==> config.mk <==
export PLATFORM = sky130hd
export DESIGN_NAME = core_hazard_stall_control
export DESIGN_NICKNAME = d
export VERILOG_FILES = /design/src/hw/hazard_pkg.sv /design/src/hw/core_hazard_stall_control.sv /design/src/hw/down_counter.sv /design/src/hw/instr_stage.sv
export SDC_FILE = /design/constraint.sdc
export NUM_CORES = 1
export LEC_CHECK = 0
export ABC_AREA = 1
export BUFFER_PORTS_ARGS = -buffer_cell sky130_fd_sc_hd__buf_2
export CAP_MARGIN = 10
export CORE_MARGIN = 2
export CORE_UTILIZATION = 58
export DETAILED_ROUTE_END_ITERATION = 8
export HOLD_SLACK_MARGIN = 0.15
export PLACE_DENSITY_LB_ADDON = 0.1
export SETUP_SLACK_MARGIN = 0.02
export SLEW_MARGIN = 10
export SYNTH_ARGS = -nofsm -noshare
export SYNTH_HDL_FRONTEND = slang
export SYNTH_SLANG_ARGS = --single-unit
==> constraint.sdc <==
create_clock -name core_clk -period 11.2 [get_ports core_clk]
set_input_delay 1.12 -clock core_clk [delete_from_list [all_inputs] [get_ports core_clk]]
set_output_delay 1.12 -clock core_clk [all_outputs]
set_load 0.1 [all_outputs]
==> src/hw/hazard_pkg.sv <==
// hazard_pkg: shared types and cycle counts for the pipeline hazard and
// stall controller and its helper modules.
// assumes one core clock; every stall and flush figure below is a count of core cycles.

package hazard_pkg;

  // width of the stall and flush down-counters
  localparam int CNT_W = 3;
  typedef logic [CNT_W-1:0] cnt_type;
  typedef logic [3:0] reg_type;
  typedef logic [2:0] idx_type;
  typedef logic [2:0] block_type;

  // structural stall counts
  localparam cnt_type STALL_PM_CONFLICT = 3'h1;
  localparam cnt_type STALL_BLOCK_CLASH = 3'h1;
  localparam cnt_type STALL_COND_STORE = 3'h1;
  // compute forwarding stall counts
  localparam cnt_type STALL_FP_FWD = 3'h1;
  localparam cnt_type STALL_COND_FWD = 3'h1;
  localparam cnt_type STALL_ASTAT = 3'h1;
  localparam cnt_type STALL_DUAL_GAP = 3'h1;
  localparam cnt_type STALL_DUAL_ADJ = 3'h2;
  localparam cnt_type STALL_FP64_ADJ = 3'h2;
  localparam cnt_type STALL_FP64_GAP = 3'h1;
  // address generator stall counts
  localparam cnt_type STALL_DAG_LOAD = 3'h4;
  localparam cnt_type STALL_DAG_COND = 3'h5;
  localparam cnt_type STALL_DAG_POSTMOD = 3'h5;
  localparam cnt_type STALL_DAG_EXTRA = 3'h1;
  // change-of-flow lost cycles
  localparam cnt_type FLUSH_MISS_PLAIN = 3'h6;
  localparam cnt_type FLUSH_MISS_DELAYED = 3'h4;
  localparam cnt_type FLUSH_OTHER = 3'h1;
  localparam cnt_type CNT_ZERO = 3'h0;
  localparam cnt_type CNT_ONE = 3'h1;

  // decoded instruction descriptor, as seen by the hazard checks
  typedef struct packed {
    logic valid;
    logic is_compute;
    logic is_fp;
    logic is_mul;
    logic is_fp64;
    logic is_load;
    logic is_store;
    logic is_cond;
    logic sets_cond;
    logic cond_regwr;
    logic astat_wr;
    logic uses_carry;
    logic pm_data;
    logic cache_miss;
    logic mem_acc;
    block_type mem_block;
    logic writes_a;
    reg_type dst_a;
    logic writes_b;
    reg_type dst_b;
    logic reads_a;
    reg_type src_a;
    logic reads_b;
    reg_type src_b;
    logic dag_load;
    logic dag_imm;
    logic dag_sext;
    logic dag_postmod;
    logic dag_use;
    idx_type index_reg;
  } instr_type;

  // background dma access to a memory block
  typedef struct packed {
    logic valid;
    block_type block;
  } dma_type;

  // change of flow from the sequencer
  typedef struct packed {
    logic valid;
    logic btb_miss;
    logic delayed;
  } cof_type;

  localparam instr_type INSTR_BUBBLE = '0;

endpackage : hazard_pkg

==> src/hw/core_hazard_stall_control.sv <==
// core_hazard_stall_control: checks each decoded instruction against the
// two instructions issued before it, inserts bubbles and flushes.
// assumes decoder, sequencer and dma arbiter run on core_clk.
//
// Overview of operation
// - stall the later instruction when two stages want one resource.
// - program memory bus data miss against fetch costs one stall.
// - core and dma access to one memory block costs one stall.
// - conditional store followed by any load costs one stall.
// - a reader of a value not yet produced waits until it exists.
// - float compute feeding next compute, or float multiply feeding next float compute, costs one stall.
// - conditional fixed compute right after condition set, feeding next.
// - status register write then carry or overflow user costs one stall.
// - both multiplier operands from two instructions back cost one.
// - both multiplier operands from previous instruction cost two.
// - float multiply feeding next fixed-point ALU costs nothing.
// - 64-bit float dependence costs two adjacent, one with a gap.
// - 64-bit results keep legacy latency even without a true hazard.
// - index register loaded by previous instruction stalls address use.
// - unconditional address register load then use costs four.
// - conditional address register load after condition set costs five.
// - condition set, conditional post-modify, same index use costs five.
// - immediate load of address register then use costs nothing.
// - register-write condition set or sign-extended load adds one.
// - branches, interrupts, calls, aborts flush old-flow instructions.
// - branch target buffer miss loses six, or four when delayed.

`timescale 1ns/100ps
`default_nettype none

module core_hazard_stall_control (
  // clock and reset
  input wire logic core_clk,
  input wire logic rstn,
  // decoded instruction offered for issue
  input wire hazard_pkg::instr_type dec_instr,
  // resource users outside the pipeline
  input wire logic fetch_busy,
  input wire hazard_pkg::dma_type dma_req,
  // change of flow from the sequencer
  input wire hazard_pkg::cof_type cof_req,
  // stall and flush status
  output logic hold_q,
  output logic flush_q,
  // instruction issued into execution, bubble when not valid
  output var hazard_pkg::instr_type issue_q
);

  hazard_pkg::instr_type prev_q;
  hazard_pkg::instr_type issue_d;
  hazard_pkg::instr_type pend_q;
  hazard_pkg::instr_type pend_d;
  hazard_pkg::cnt_type need;
  hazard_pkg::cnt_type stall_cnt;
  hazard_pkg::cnt_type flush_cnt;
  hazard_pkg::cnt_type stall_val;
  hazard_pkg::cnt_type flush_val;
  logic stall_load;
  logic flush_load;
  logic busy_q;
  logic busy_d;
  logic hold_d;
  logic flush_d;
  logic take;

  // true when p writes register r
  function automatic logic wr(hazard_pkg::instr_type p,
                              hazard_pkg::reg_type r);
    return p.valid && ((p.writes_a && p.dst_a == r) ||
                       (p.writes_b && p.dst_b == r));
  endfunction : wr

  // true when c reads something that p writes
  function automatic logic dep(hazard_pkg::instr_type p,
                               hazard_pkg::instr_type c);
    return (c.reads_a && wr(p, c.src_a)) || (c.reads_b && wr(p, c.src_b));
  endfunction : dep

  // true when both multiplier operands come from compute p
  function automatic logic dual(hazard_pkg::instr_type p,
                                hazard_pkg::instr_type c);
    return c.is_mul && c.reads_a && c.reads_b && p.is_compute &&
           wr(p, c.src_a) && wr(p, c.src_b);
  endfunction : dual

  function automatic hazard_pkg::cnt_type mx(hazard_pkg::cnt_type a,
                                             hazard_pkg::cnt_type b);
    return (a > b) ? a : b;
  endfunction : mx

  // address generator cost of c directly after p, q being before p
  function automatic hazard_pkg::cnt_type dag_cost(
    hazard_pkg::instr_type p, hazard_pkg::instr_type q,
    hazard_pkg::instr_type c);
    hazard_pkg::cnt_type base;
    logic extra;
    logic cond_set;
    logic same;
    base = hazard_pkg::CNT_ZERO;
    extra = 1'b0;
    cond_set = q.valid && q.sets_cond && p.is_cond;
    same = p.valid && c.dag_use && p.index_reg == c.index_reg;
    // immediate loads are ready in time and never stall
    if (same && p.dag_load && !p.dag_imm) begin
      if (cond_set) begin
        base = hazard_pkg::STALL_DAG_COND;
        extra = q.cond_regwr;
      end else begin
        base = hazard_pkg::STALL_DAG_LOAD;
      end
      extra = extra || p.dag_sext;
    end
    if (same && p.dag_postmod && cond_set) begin
      base = mx(base, hazard_pkg::STALL_DAG_POSTMOD);
      extra = extra || q.cond_regwr;
    end
    if (base != hazard_pkg::CNT_ZERO && extra) begin
      base = base + hazard_pkg::STALL_DAG_EXTRA;
    end
    return base;
  endfunction : dag_cost

  // hazard check of the offered instruction; the largest demand wins
  always_comb begin
    need = hazard_pkg::CNT_ZERO;
    if (dec_instr.valid) begin
      if (dec_instr.pm_data && dec_instr.cache_miss && fetch_busy) begin
        need = mx(need, hazard_pkg::STALL_PM_CONFLICT);
      end
      if (dec_instr.mem_acc && dma_req.valid &&
          dma_req.block == dec_instr.mem_block) begin
        need = mx(need, hazard_pkg::STALL_BLOCK_CLASH);
      end
      if (issue_q.valid && issue_q.is_store && issue_q.is_cond &&
          dec_instr.is_load) begin
        need = mx(need, hazard_pkg::STALL_COND_STORE);
      end
      // fixed-point ALU takes a float multiply result without waiting
      if (issue_q.is_fp && dec_instr.is_compute &&
          dep(issue_q, dec_instr) &&
          !(issue_q.is_mul && !dec_instr.is_fp)) begin
        need = mx(need, hazard_pkg::STALL_FP_FWD);
      end
      if (prev_q.valid && prev_q.sets_cond && issue_q.is_cond &&
          !issue_q.is_fp && dec_instr.is_compute &&
          dep(issue_q, dec_instr)) begin
        need = mx(need, hazard_pkg::STALL_COND_FWD);
      end
      if (issue_q.valid && issue_q.astat_wr && dec_instr.uses_carry) begin
        need = mx(need, hazard_pkg::STALL_ASTAT);
      end
      if (dual(prev_q, dec_instr)) begin
        need = mx(need, hazard_pkg::STALL_DUAL_GAP);
      end
      if (dual(issue_q, dec_instr)) begin
        need = mx(need, hazard_pkg::STALL_DUAL_ADJ);
      end
      if (dec_instr.is_fp64 && (issue_q.is_compute || issue_q.is_load) &&
          dep(issue_q, dec_instr)) begin
        need = mx(need, hazard_pkg::STALL_FP64_ADJ);
      end
      if (dec_instr.is_fp64 && (prev_q.is_compute || prev_q.is_load) &&
          dep(prev_q, dec_instr)) begin
        need = mx(need, hazard_pkg::STALL_FP64_GAP);
      end
      // any reader of a 64-bit result waits as older cores did
      if (issue_q.is_fp64 && dep(issue_q, dec_instr)) begin
        need = mx(need, hazard_pkg::STALL_FP64_ADJ);
      end
      if (prev_q.is_fp64 && dep(prev_q, dec_instr)) begin
        need = mx(need, hazard_pkg::STALL_FP64_GAP);
      end
      need = mx(need, dag_cost(issue_q, prev_q, dec_instr));
    end
  end

  // issue sequencing: flush first, then a held instruction, then new ones
  always_comb begin
    issue_d = hazard_pkg::INSTR_BUBBLE;
    pend_d = pend_q;
    busy_d = busy_q;
    stall_load = 1'b0;
    stall_val = hazard_pkg::CNT_ZERO;
    flush_load = 1'b0;
    flush_val = hazard_pkg::CNT_ZERO;
    if (cof_req.valid) begin
      // old-flow instruction, held or offered, is dropped
      busy_d = 1'b0;
      flush_load = 1'b1;
      if (cof_req.btb_miss) begin
        flush_val = (cof_req.delayed ? hazard_pkg::FLUSH_MISS_DELAYED :
                     hazard_pkg::FLUSH_MISS_PLAIN) - hazard_pkg::CNT_ONE;
      end else begin
        flush_val = hazard_pkg::FLUSH_OTHER - hazard_pkg::CNT_ONE;
      end
    end else if (flush_q) begin
      busy_d = 1'b0;
    end else if (busy_q) begin
      if (stall_cnt == hazard_pkg::CNT_ZERO) begin
        issue_d = pend_q;
        busy_d = 1'b0;
      end
    end else if (dec_instr.valid) begin
      if (need != hazard_pkg::CNT_ZERO) begin
        pend_d = dec_instr;
        busy_d = 1'b1;
        stall_load = 1'b1;
        stall_val = need - hazard_pkg::CNT_ONE;
      end else begin
        issue_d = dec_instr;
      end
    end
    flush_d = cof_req.valid || (flush_cnt != hazard_pkg::CNT_ZERO);
    hold_d = busy_d;
  end

  // held instruction and status flags
  always_ff @(posedge core_clk) begin
    if (!rstn) begin
      pend_q <= hazard_pkg::INSTR_BUBBLE;
      busy_q <= 1'b0;
      hold_q <= 1'b0;
      flush_q <= 1'b0;
    end else begin
      pend_q <= pend_d;
      busy_q <= busy_d;
      hold_q <= hold_d;
      flush_q <= flush_d;
    end
  end

  // issued slot feeds execute; the older slot keeps the n-2 instruction
  instr_stage u_issue (
    .core_clk(core_clk),
    .rstn(rstn),
    .stage_d(issue_d),
    .stage_q(issue_q)
  );

  instr_stage u_prev (
    .core_clk(core_clk),
    .rstn(rstn),
    .stage_d(issue_q),
    .stage_q(prev_q)
  );

  // separate counters let a flush cut a stall short without a race
  down_counter u_stall_cnt (
    .core_clk(core_clk),
    .rstn(rstn),
    .load(stall_load),
    .load_val(stall_val),
    .count_q(stall_cnt)
  );

  down_counter u_flush_cnt (
    .core_clk(core_clk),
    .rstn(rstn),
    .load(flush_load),
    .load_val(flush_val),
    .count_q(flush_cnt)
  );

  // an offer is considered only when nothing older blocks it
  assign take = dec_instr.valid && !hold_q && !flush_q && !cof_req.valid;
endmodule : core_hazard_stall_control

`default_nettype wire

==> src/hw/down_counter.sv <==
// down_counter: loadable counter that falls to zero and stays there.
// assumes load has priority over counting.

`timescale 1ns/100ps
`default_nettype none

module down_counter (
  // clock and reset
  input wire logic core_clk,
  input wire logic rstn,
  // load port
  input wire logic load,
  input wire hazard_pkg::cnt_type load_val,
  // current count
  output var hazard_pkg::cnt_type count_q
);

  hazard_pkg::cnt_type count_d;

  // count down to zero, saturating there
  always_comb begin
    if (load) begin
      count_d = load_val;
    end else if (count_q != hazard_pkg::CNT_ZERO) begin
      count_d = count_q - hazard_pkg::CNT_ONE;
    end else begin
      count_d = hazard_pkg::CNT_ZERO;
    end
  end

  always_ff @(posedge core_clk) begin
    if (!rstn) begin
      count_q <= hazard_pkg::CNT_ZERO;
    end else begin
      count_q <= count_d;
    end
  end

endmodule : down_counter

`default_nettype wire

==> src/hw/instr_stage.sv <==
// instr_stage: one pipeline slot holding an instruction descriptor.
// assumes a bubble (all zero) is a legal no-operation.

`timescale 1ns/100ps
`default_nettype none

module instr_stage (
  // clock and reset
  input wire logic core_clk,
  input wire logic rstn,
  // slot contents
  input wire hazard_pkg::instr_type stage_d,
  output var hazard_pkg::instr_type stage_q
);

  hazard_pkg::instr_type next_v;

  // slot loads every cycle; a bubble is loaded as zero
  always_comb begin
    next_v = stage_d;
  end

  always_ff @(posedge core_clk) begin
    if (!rstn) begin
      stage_q <= hazard_pkg::INSTR_BUBBLE;
    end else begin
      stage_q <= next_v;
    end
  end

endmodule : instr_stage

`default_nettype wire

After elaboration in Yosys (flattened, before gate mapping)

Index checks and enable logic that the tools add are counted.
W data, S select, Z words.

Word-level logic and storage cells: 259
Output and inout bits: 48
Register bits after elaboration: 116
Input bits: 56

$add $sub $neg: 5
Bitwise gates (word level): 4
Order comparisons: 13
Muxes and demuxes: 76
Reductions and logical operators: 77
Eq/ne operators: 10

Operators with widths:

| cell                  | count |
|---|---|
| $mux W46              | 4 |
| $mux W3               | 54 |
| $logic_and A1 B1 Y1   | 55 |
| $eq A4 B4 Y1          | 8 |
| $gt A3 B1 Y1 const B  | 8 |
| $mux W1               | 17 |
| $reduce_bool A3 Y1    | 4 |
| $sub A3 B1 Y3 const B | 4 |
| $logic_or A1 B1 Y1    | 11 |
| $gt A3 B2 Y1 const B  | 3 |
| $eq A3 B3 Y1          | 2 |
| $reduce_and A5 Y1     | 1 |
| $logic_not A1 Y1      | 4 |
| $not A1 Y1            | 4 |
| $add A3 B1 Y3 const B | 1 |
| $gt A3 B3 Y1          | 1 |
| $gt A3 B3 Y1 const B  | 1 |
| $logic_not A3 Y1      | 1 |
| $reduce_or A3 Y1      | 1 |
| $mux W2               | 1 |

Depth between registers and ports, before layout

Depth after elaboration: 58
Mapped depth: 31

Cells and area by module

From an unflattened synthesis, not the netlist that was laid out.

Cells, all modules: 906
Area total of the unflattened synthesis: 6329.8 sq um

By module, submodules not included:

| module                    | area an instance (sq um) | cells an instance | times used | seq. area each (sq um) |
|---|---|---|---|---|
| core_hazard_stall_control | 3377.0                   | 580               | 1          | 960.9 |
| instr_stage               | 1318.8                   | 143               | 2          | 920.9 |
| down_counter              | 157.7                    | 20                | 2          | 60.1 |

Least setup slack after synthesis

Ideal clock, no wire load.

Kind: input -> register
Start: in dec_instr[2] in the netlist's numbering
End: reg pend_q[0] in the netlist's numbering
Setup slack: 6.821 ns
Buffers on the path: 1
Stages: 24
Required time: 11.084 ns
Arrival time: 4.263 ns
Cells stage by stage: xor2_1 -> nor4_2 -> nand2_1 -> nor2_1 -> nand2_1 -> nand2_1 -> ha_1 -> inv_1 -> ha_1 -> inv_1 -> o21bai_1 -> nand3_4 -> a21oi_1 -> o21ai_0 -> nand2_1 -> inv_1 -> ha_1 -> inv_1 -> nand2_1 -> nor3_2 -> inv_2 -> clkbuf_1 -> nor2_1 -> nor2_1

Word-level cells in the longest chain between the ends: 19

Ends and longest elaborated chain:

| item                                                                  | line                             | text |
|---|---|---|
| start, declared                                                       | core_hazard_stall_control.sv:36  | `input wire hazard_pkg::instr_type dec_instr,` |
| $eq A3 B3 Y1 *                                                        | core_hazard_stall_control.sv:102 | `same = p.valid && c.dag_use && p.index_reg == c.index_reg;` |
| $logic_and A1 B1 Y1 *                                                 | core_hazard_stall_control.sv:102 |  |
| parallel branches: the longest is 10 deep, another holds $gt A3 B3 Y1 | n/a                              |  |
| $mux W3 *                                                             | core_hazard_stall_control.sv:117 | `if (base != hazard_pkg::CNT_ZERO && extra) begin` |
| $mux W3 *                                                             | core_hazard_stall_control.sv:126 | `if (dec_instr.valid) begin` |
| $gt A3 B3 Y1                                                          | core_hazard_stall_control.sv:88  | `return (a > b) ? a : b;` |
| $mux W3 *                                                             | core_hazard_stall_control.sv:88  |  |
| $mux W3 *                                                             | core_hazard_stall_control.sv:126 |  |
| $reduce_bool A3 Y1 *                                                  | core_hazard_stall_control.sv:204 | `if (need != hazard_pkg::CNT_ZERO) begin` |
| $reduce_and A5 Y1 (no source line) *                                  | n/a                              |  |
| end signal, assigned                                                  | core_hazard_stall_control.sv:220 | `pend_q <= hazard_pkg::INSTR_BUBBLE;` |
| end signal, assigned                                                  | core_hazard_stall_control.sv:225 | `pend_q <= pend_d;` |
| end, declared                                                         | core_hazard_stall_control.sv:51  | `hazard_pkg::instr_type pend_q;` |

Mark *: on every way between the ends. The select of a mux whose other input is x is not followed.
A chain may end at the register's enable or synchronous reset.

Final worst setup path

Start: in dec_instr[2] in the netlist's numbering
End: reg pend_q[41] in the netlist's numbering

The elaborated chain is that of the path after synthesis.

==> results.json <==
{
  "status": "finished clean",
  "coreArea_sq_mm": 0.00822,
  "dieArea_sq_mm": 0.00927,
  "worstSkewPairLatency_ns": 0.52,
  "grtUsageTotal": 0.300,
  "endpoint_kind": "flop",
  "cts_tree": "yes",
  "setup_viol": 0,
  "powerDensity_mw_per_mm2": 169,
  "setup.worst_path.start_class": "input pin",
  "critPathBufInv": 7,
  "hold_path.class": "reg2reg",
  "swShare": 0.273,
  "portBuffers": 103,
  "dr.pass1.iters": 6,
  "cp_data_arrival_time_ns": 5.80,
  "dp_hpwl_mm": 8.63,
  "cpPeakStageDelay_ns": 0.58,
  "htreeDepth": 4,
  "antenna_found_initial": 0,
  "wl_per_cell_um": 14.3,
  "crit_family": "simple AND/OR/NAND/NOR gates",
  "via_count": 4811,
  "peakVddDrop_mv": 0.119,
  "final_cell_mix": "203 x nand2_1, 116 x dfxtp_1, 110 x nor2_1",
  "clk_path_buf_depth": 2,
  "syn_avg_cell_area_sq_um": 7.04,
  "drive_gt1_frac": 0.197,
  "seq_power_share": 0.420,
  "crit_type": "in2reg",
  "total_power_mw": 1.02,
  "yosysWarnings": 0,
  "combPwrFrac": 0.093,
  "drc_errors": 0,
  "post-cts-setup-buffers": 0,
  "p_int_mw": 0.739,
  "slew_viol_final": 0,
  "rows": 33,
  "seqCellArea_sq_mm": 0.00232,
  "first_global_vias": 4526,
  "drt_iter0_markers": 227,
  "crit_fanout": 40,
  "hold_buffers": 0,
  "max_slew_margin": 0.298,
  "required_ns": 11.60,
  "syn_to_final_growth_pct": 21.9,
  "synthesis.nets": 767,
  "postSynthCellCount": 702,
  "syn_area_sq_mm": 0.00494,
  "p_sw_mw": 0.278,
  "setup_tns_ns": 0,
  "p_leak_nw": 2.95,
  "multi_input_area_sq_mm": 0.00227,
  "synth_top_area_frac": 0.470,
  "num-fill-cells": 671,
  "fin_skew_ns": 0.00895,
  "cts.sinks": 116,
  "antennaDiodeCount": 0,
  "min_period_ns": 5.41,
  "fin_nets": 858,
  "place_congestion": 0.873,
  "synth_cell_type_count": 29,
  "die_y_um": 96.3,
  "grt_max_degree": 68,
  "yosysSeqAreaShare": 0.470,
  "cts_resized": 0,
  "grt_overflow": 0,
  "synthTopCellsByArea": "dfxtp_1 47%, nand2_1 15%, nor2_1 8.4%, a21oi_1 6.2%, o21ai_0 5.7%",
  "finalCritPeriodShare": 0.483,
  "numCtsBuffers": 17,
  "start_util": 0.601,
  "drv_cap": 0,
  "p_clk_frac": 0.487,
  "wl_mm": 13.1,
  "yosysTopAreaCell": "dfxtp_1",
  "ys_ff_latch": 116,
  "ant_nets": 0,
  "fmax_ghz": 0.185,
  "max_slew.worst_pin.slew_ns": 1.05,
  "grt_pass1_wl_mm": 21.1,
  "clockRootBuffer": "clkbuf_8",
  "final_common_cell": "nand2_1",
  "critPathMostFrequentCell": "nand2_1",
  "die_w_um": 96.3,
  "clkTransAtPathRegs_ns": 0.06,
  "rsz0062_at_grt": "no",
  "via_per_inst": 5.28,
  "pin_count": 104,
  "cp_slowest_cell": "nor3_4",
  "hold_viol": 0
}
==> worst paths after layout <==
check	start	end	slack [ns]	cells past startpoint
worst max-delay path	dec_instr[2]	pend_q[41]	5.79	25
worst min-delay path	u_issue.stage_q[37]	u_prev.stage_q[37]	0.43	2
worst max register to register	u_issue.stage_q[45]	pend_q[41]	6.04	24
worst min register to register	u_issue.stage_q[37]	u_prev.stage_q[37]	0.43	2
==> per-layer routing <==
layer	up-vias	GRT usage	routed length, um
li1	2380	-	-
met1	2221	0.378	5630
met2	183	0.495	6290
met3	27	0.0728	920
met4	0	0.119	232
met5	-	0	0
==> state kept, by name (all words and copies together) (netlist names) <==
| signal | count |
|---|---|
| pend_q | 46 |
| u_issue.stage_q | 46 |
| u_prev.stage_q | 16 |
| u_flush_cnt.count_q | 3 |
| u_stall_cnt.count_q | 3 |
| busy_q | 1 |
| flush_q | 1 |
==> cells in the mapped netlist <==
cell and n:
clkbuf_1 26, a21oi_2 1, nand3_4 1, o31ai_1 1
buf_2 2, nor2_2 2, buf_4 1, a21oi_1 61
xnor2_1 10, nand2_2 4, o211ai_1 1, nand3_2 1
nor4_2 1, nand2_4 2, nand2_1 203, nor3_2 1
or2_2 2, buf_1 3, xor2_1 3, nand4_1 4
inv_2 9, ha_1 9, o22ai_1 1, nand3_1 18
dfxtp_1 116, o21ai_0 56, o21bai_1 1, inv_1 52
nor2_1 110
==> metrics by stage <==
step | instances | cell area (sq um) | util | setup slack, ns | hold WS [ns]
floorplan | 702 | 4940 | - | 6.82 | 0.441
global placement | 879 | 5470 | 0.666 | 5.76 | 0.420
detailed placement | 879 | 5470 | 0.666 | 5.42 | 0.424
CTS | 911 | 6020 | 0.733 | 5.88 | 0.434
global route | 911 | 6020 | 0.733 | 5.46 | 0.456
finish | 911 | 6020 | 0.733 | 5.79 | 0.434
==> worst register-to-register path, stage by stage, from the launching register on <==
cell and delay [ns]:
dfxtp_1 0.52, nand2_1 0.11, nor4_2 0.33, nand2_1 0.19
nor2_1 0.21, nand2_1 0.08, nand2_1 0.07, ha_1 0.16
inv_1 0.08, ha_1 0.30, inv_1 0.04, o21bai_1 0.22
nand3_4 0.13, a21oi_1 0.21, o21ai_0 0.18, nand2_1 0.12
inv_1 0.05, ha_1 0.20, inv_1 0.05, nand2_1 0.10
nor3_4 0.58, buf_4 0.47, inv_2 0.37, nor2_1 0.22
nor2_1 0.08
==> area by class of cell <==
class                           instances  share of cell area
Sequential cell                       116               0.386
Multi-Input combinational cell        493               0.377
Timing Repair Buffer                  104              0.0869
Clock buffer                           18              0.0694
Inverter                               61              0.0380
Tap cell                              105              0.0218
Clock inverter                         14              0.0212
==> kinds of logic after synthesis <==
logic type | after synthesis | share of synthesized area
AND/OR/NAND/NOR | 349 | 0.286
flip-flops | 116 | 0.470
AO/OA/AOI/OAI | 122 | 0.126
adder cells (fa/ha/maj) | 9 | 0.0228
buffers and inverters | 93 | 0.0719
XOR/XNOR | 13 | 0.0230
==> power by group through the flow <==
stage / Clock (mW) / Combinational [mW] / Sequential (mW)
2_1_floorplan: 0 / 0.0353 / 0.465
6_report: 0.495 / 0.0951 / 0.427
5_1_grt: 0.518 / 0.103 / 0.428
3_5_place_dp: 0 / 0.0944 / 0.436
3_3_place_gp: 0 / 0.0931 / 0.436
4_1_cts: 0.498 / 0.0949 / 0.427
No activity file was read; power rests on OpenSTA's default activity.
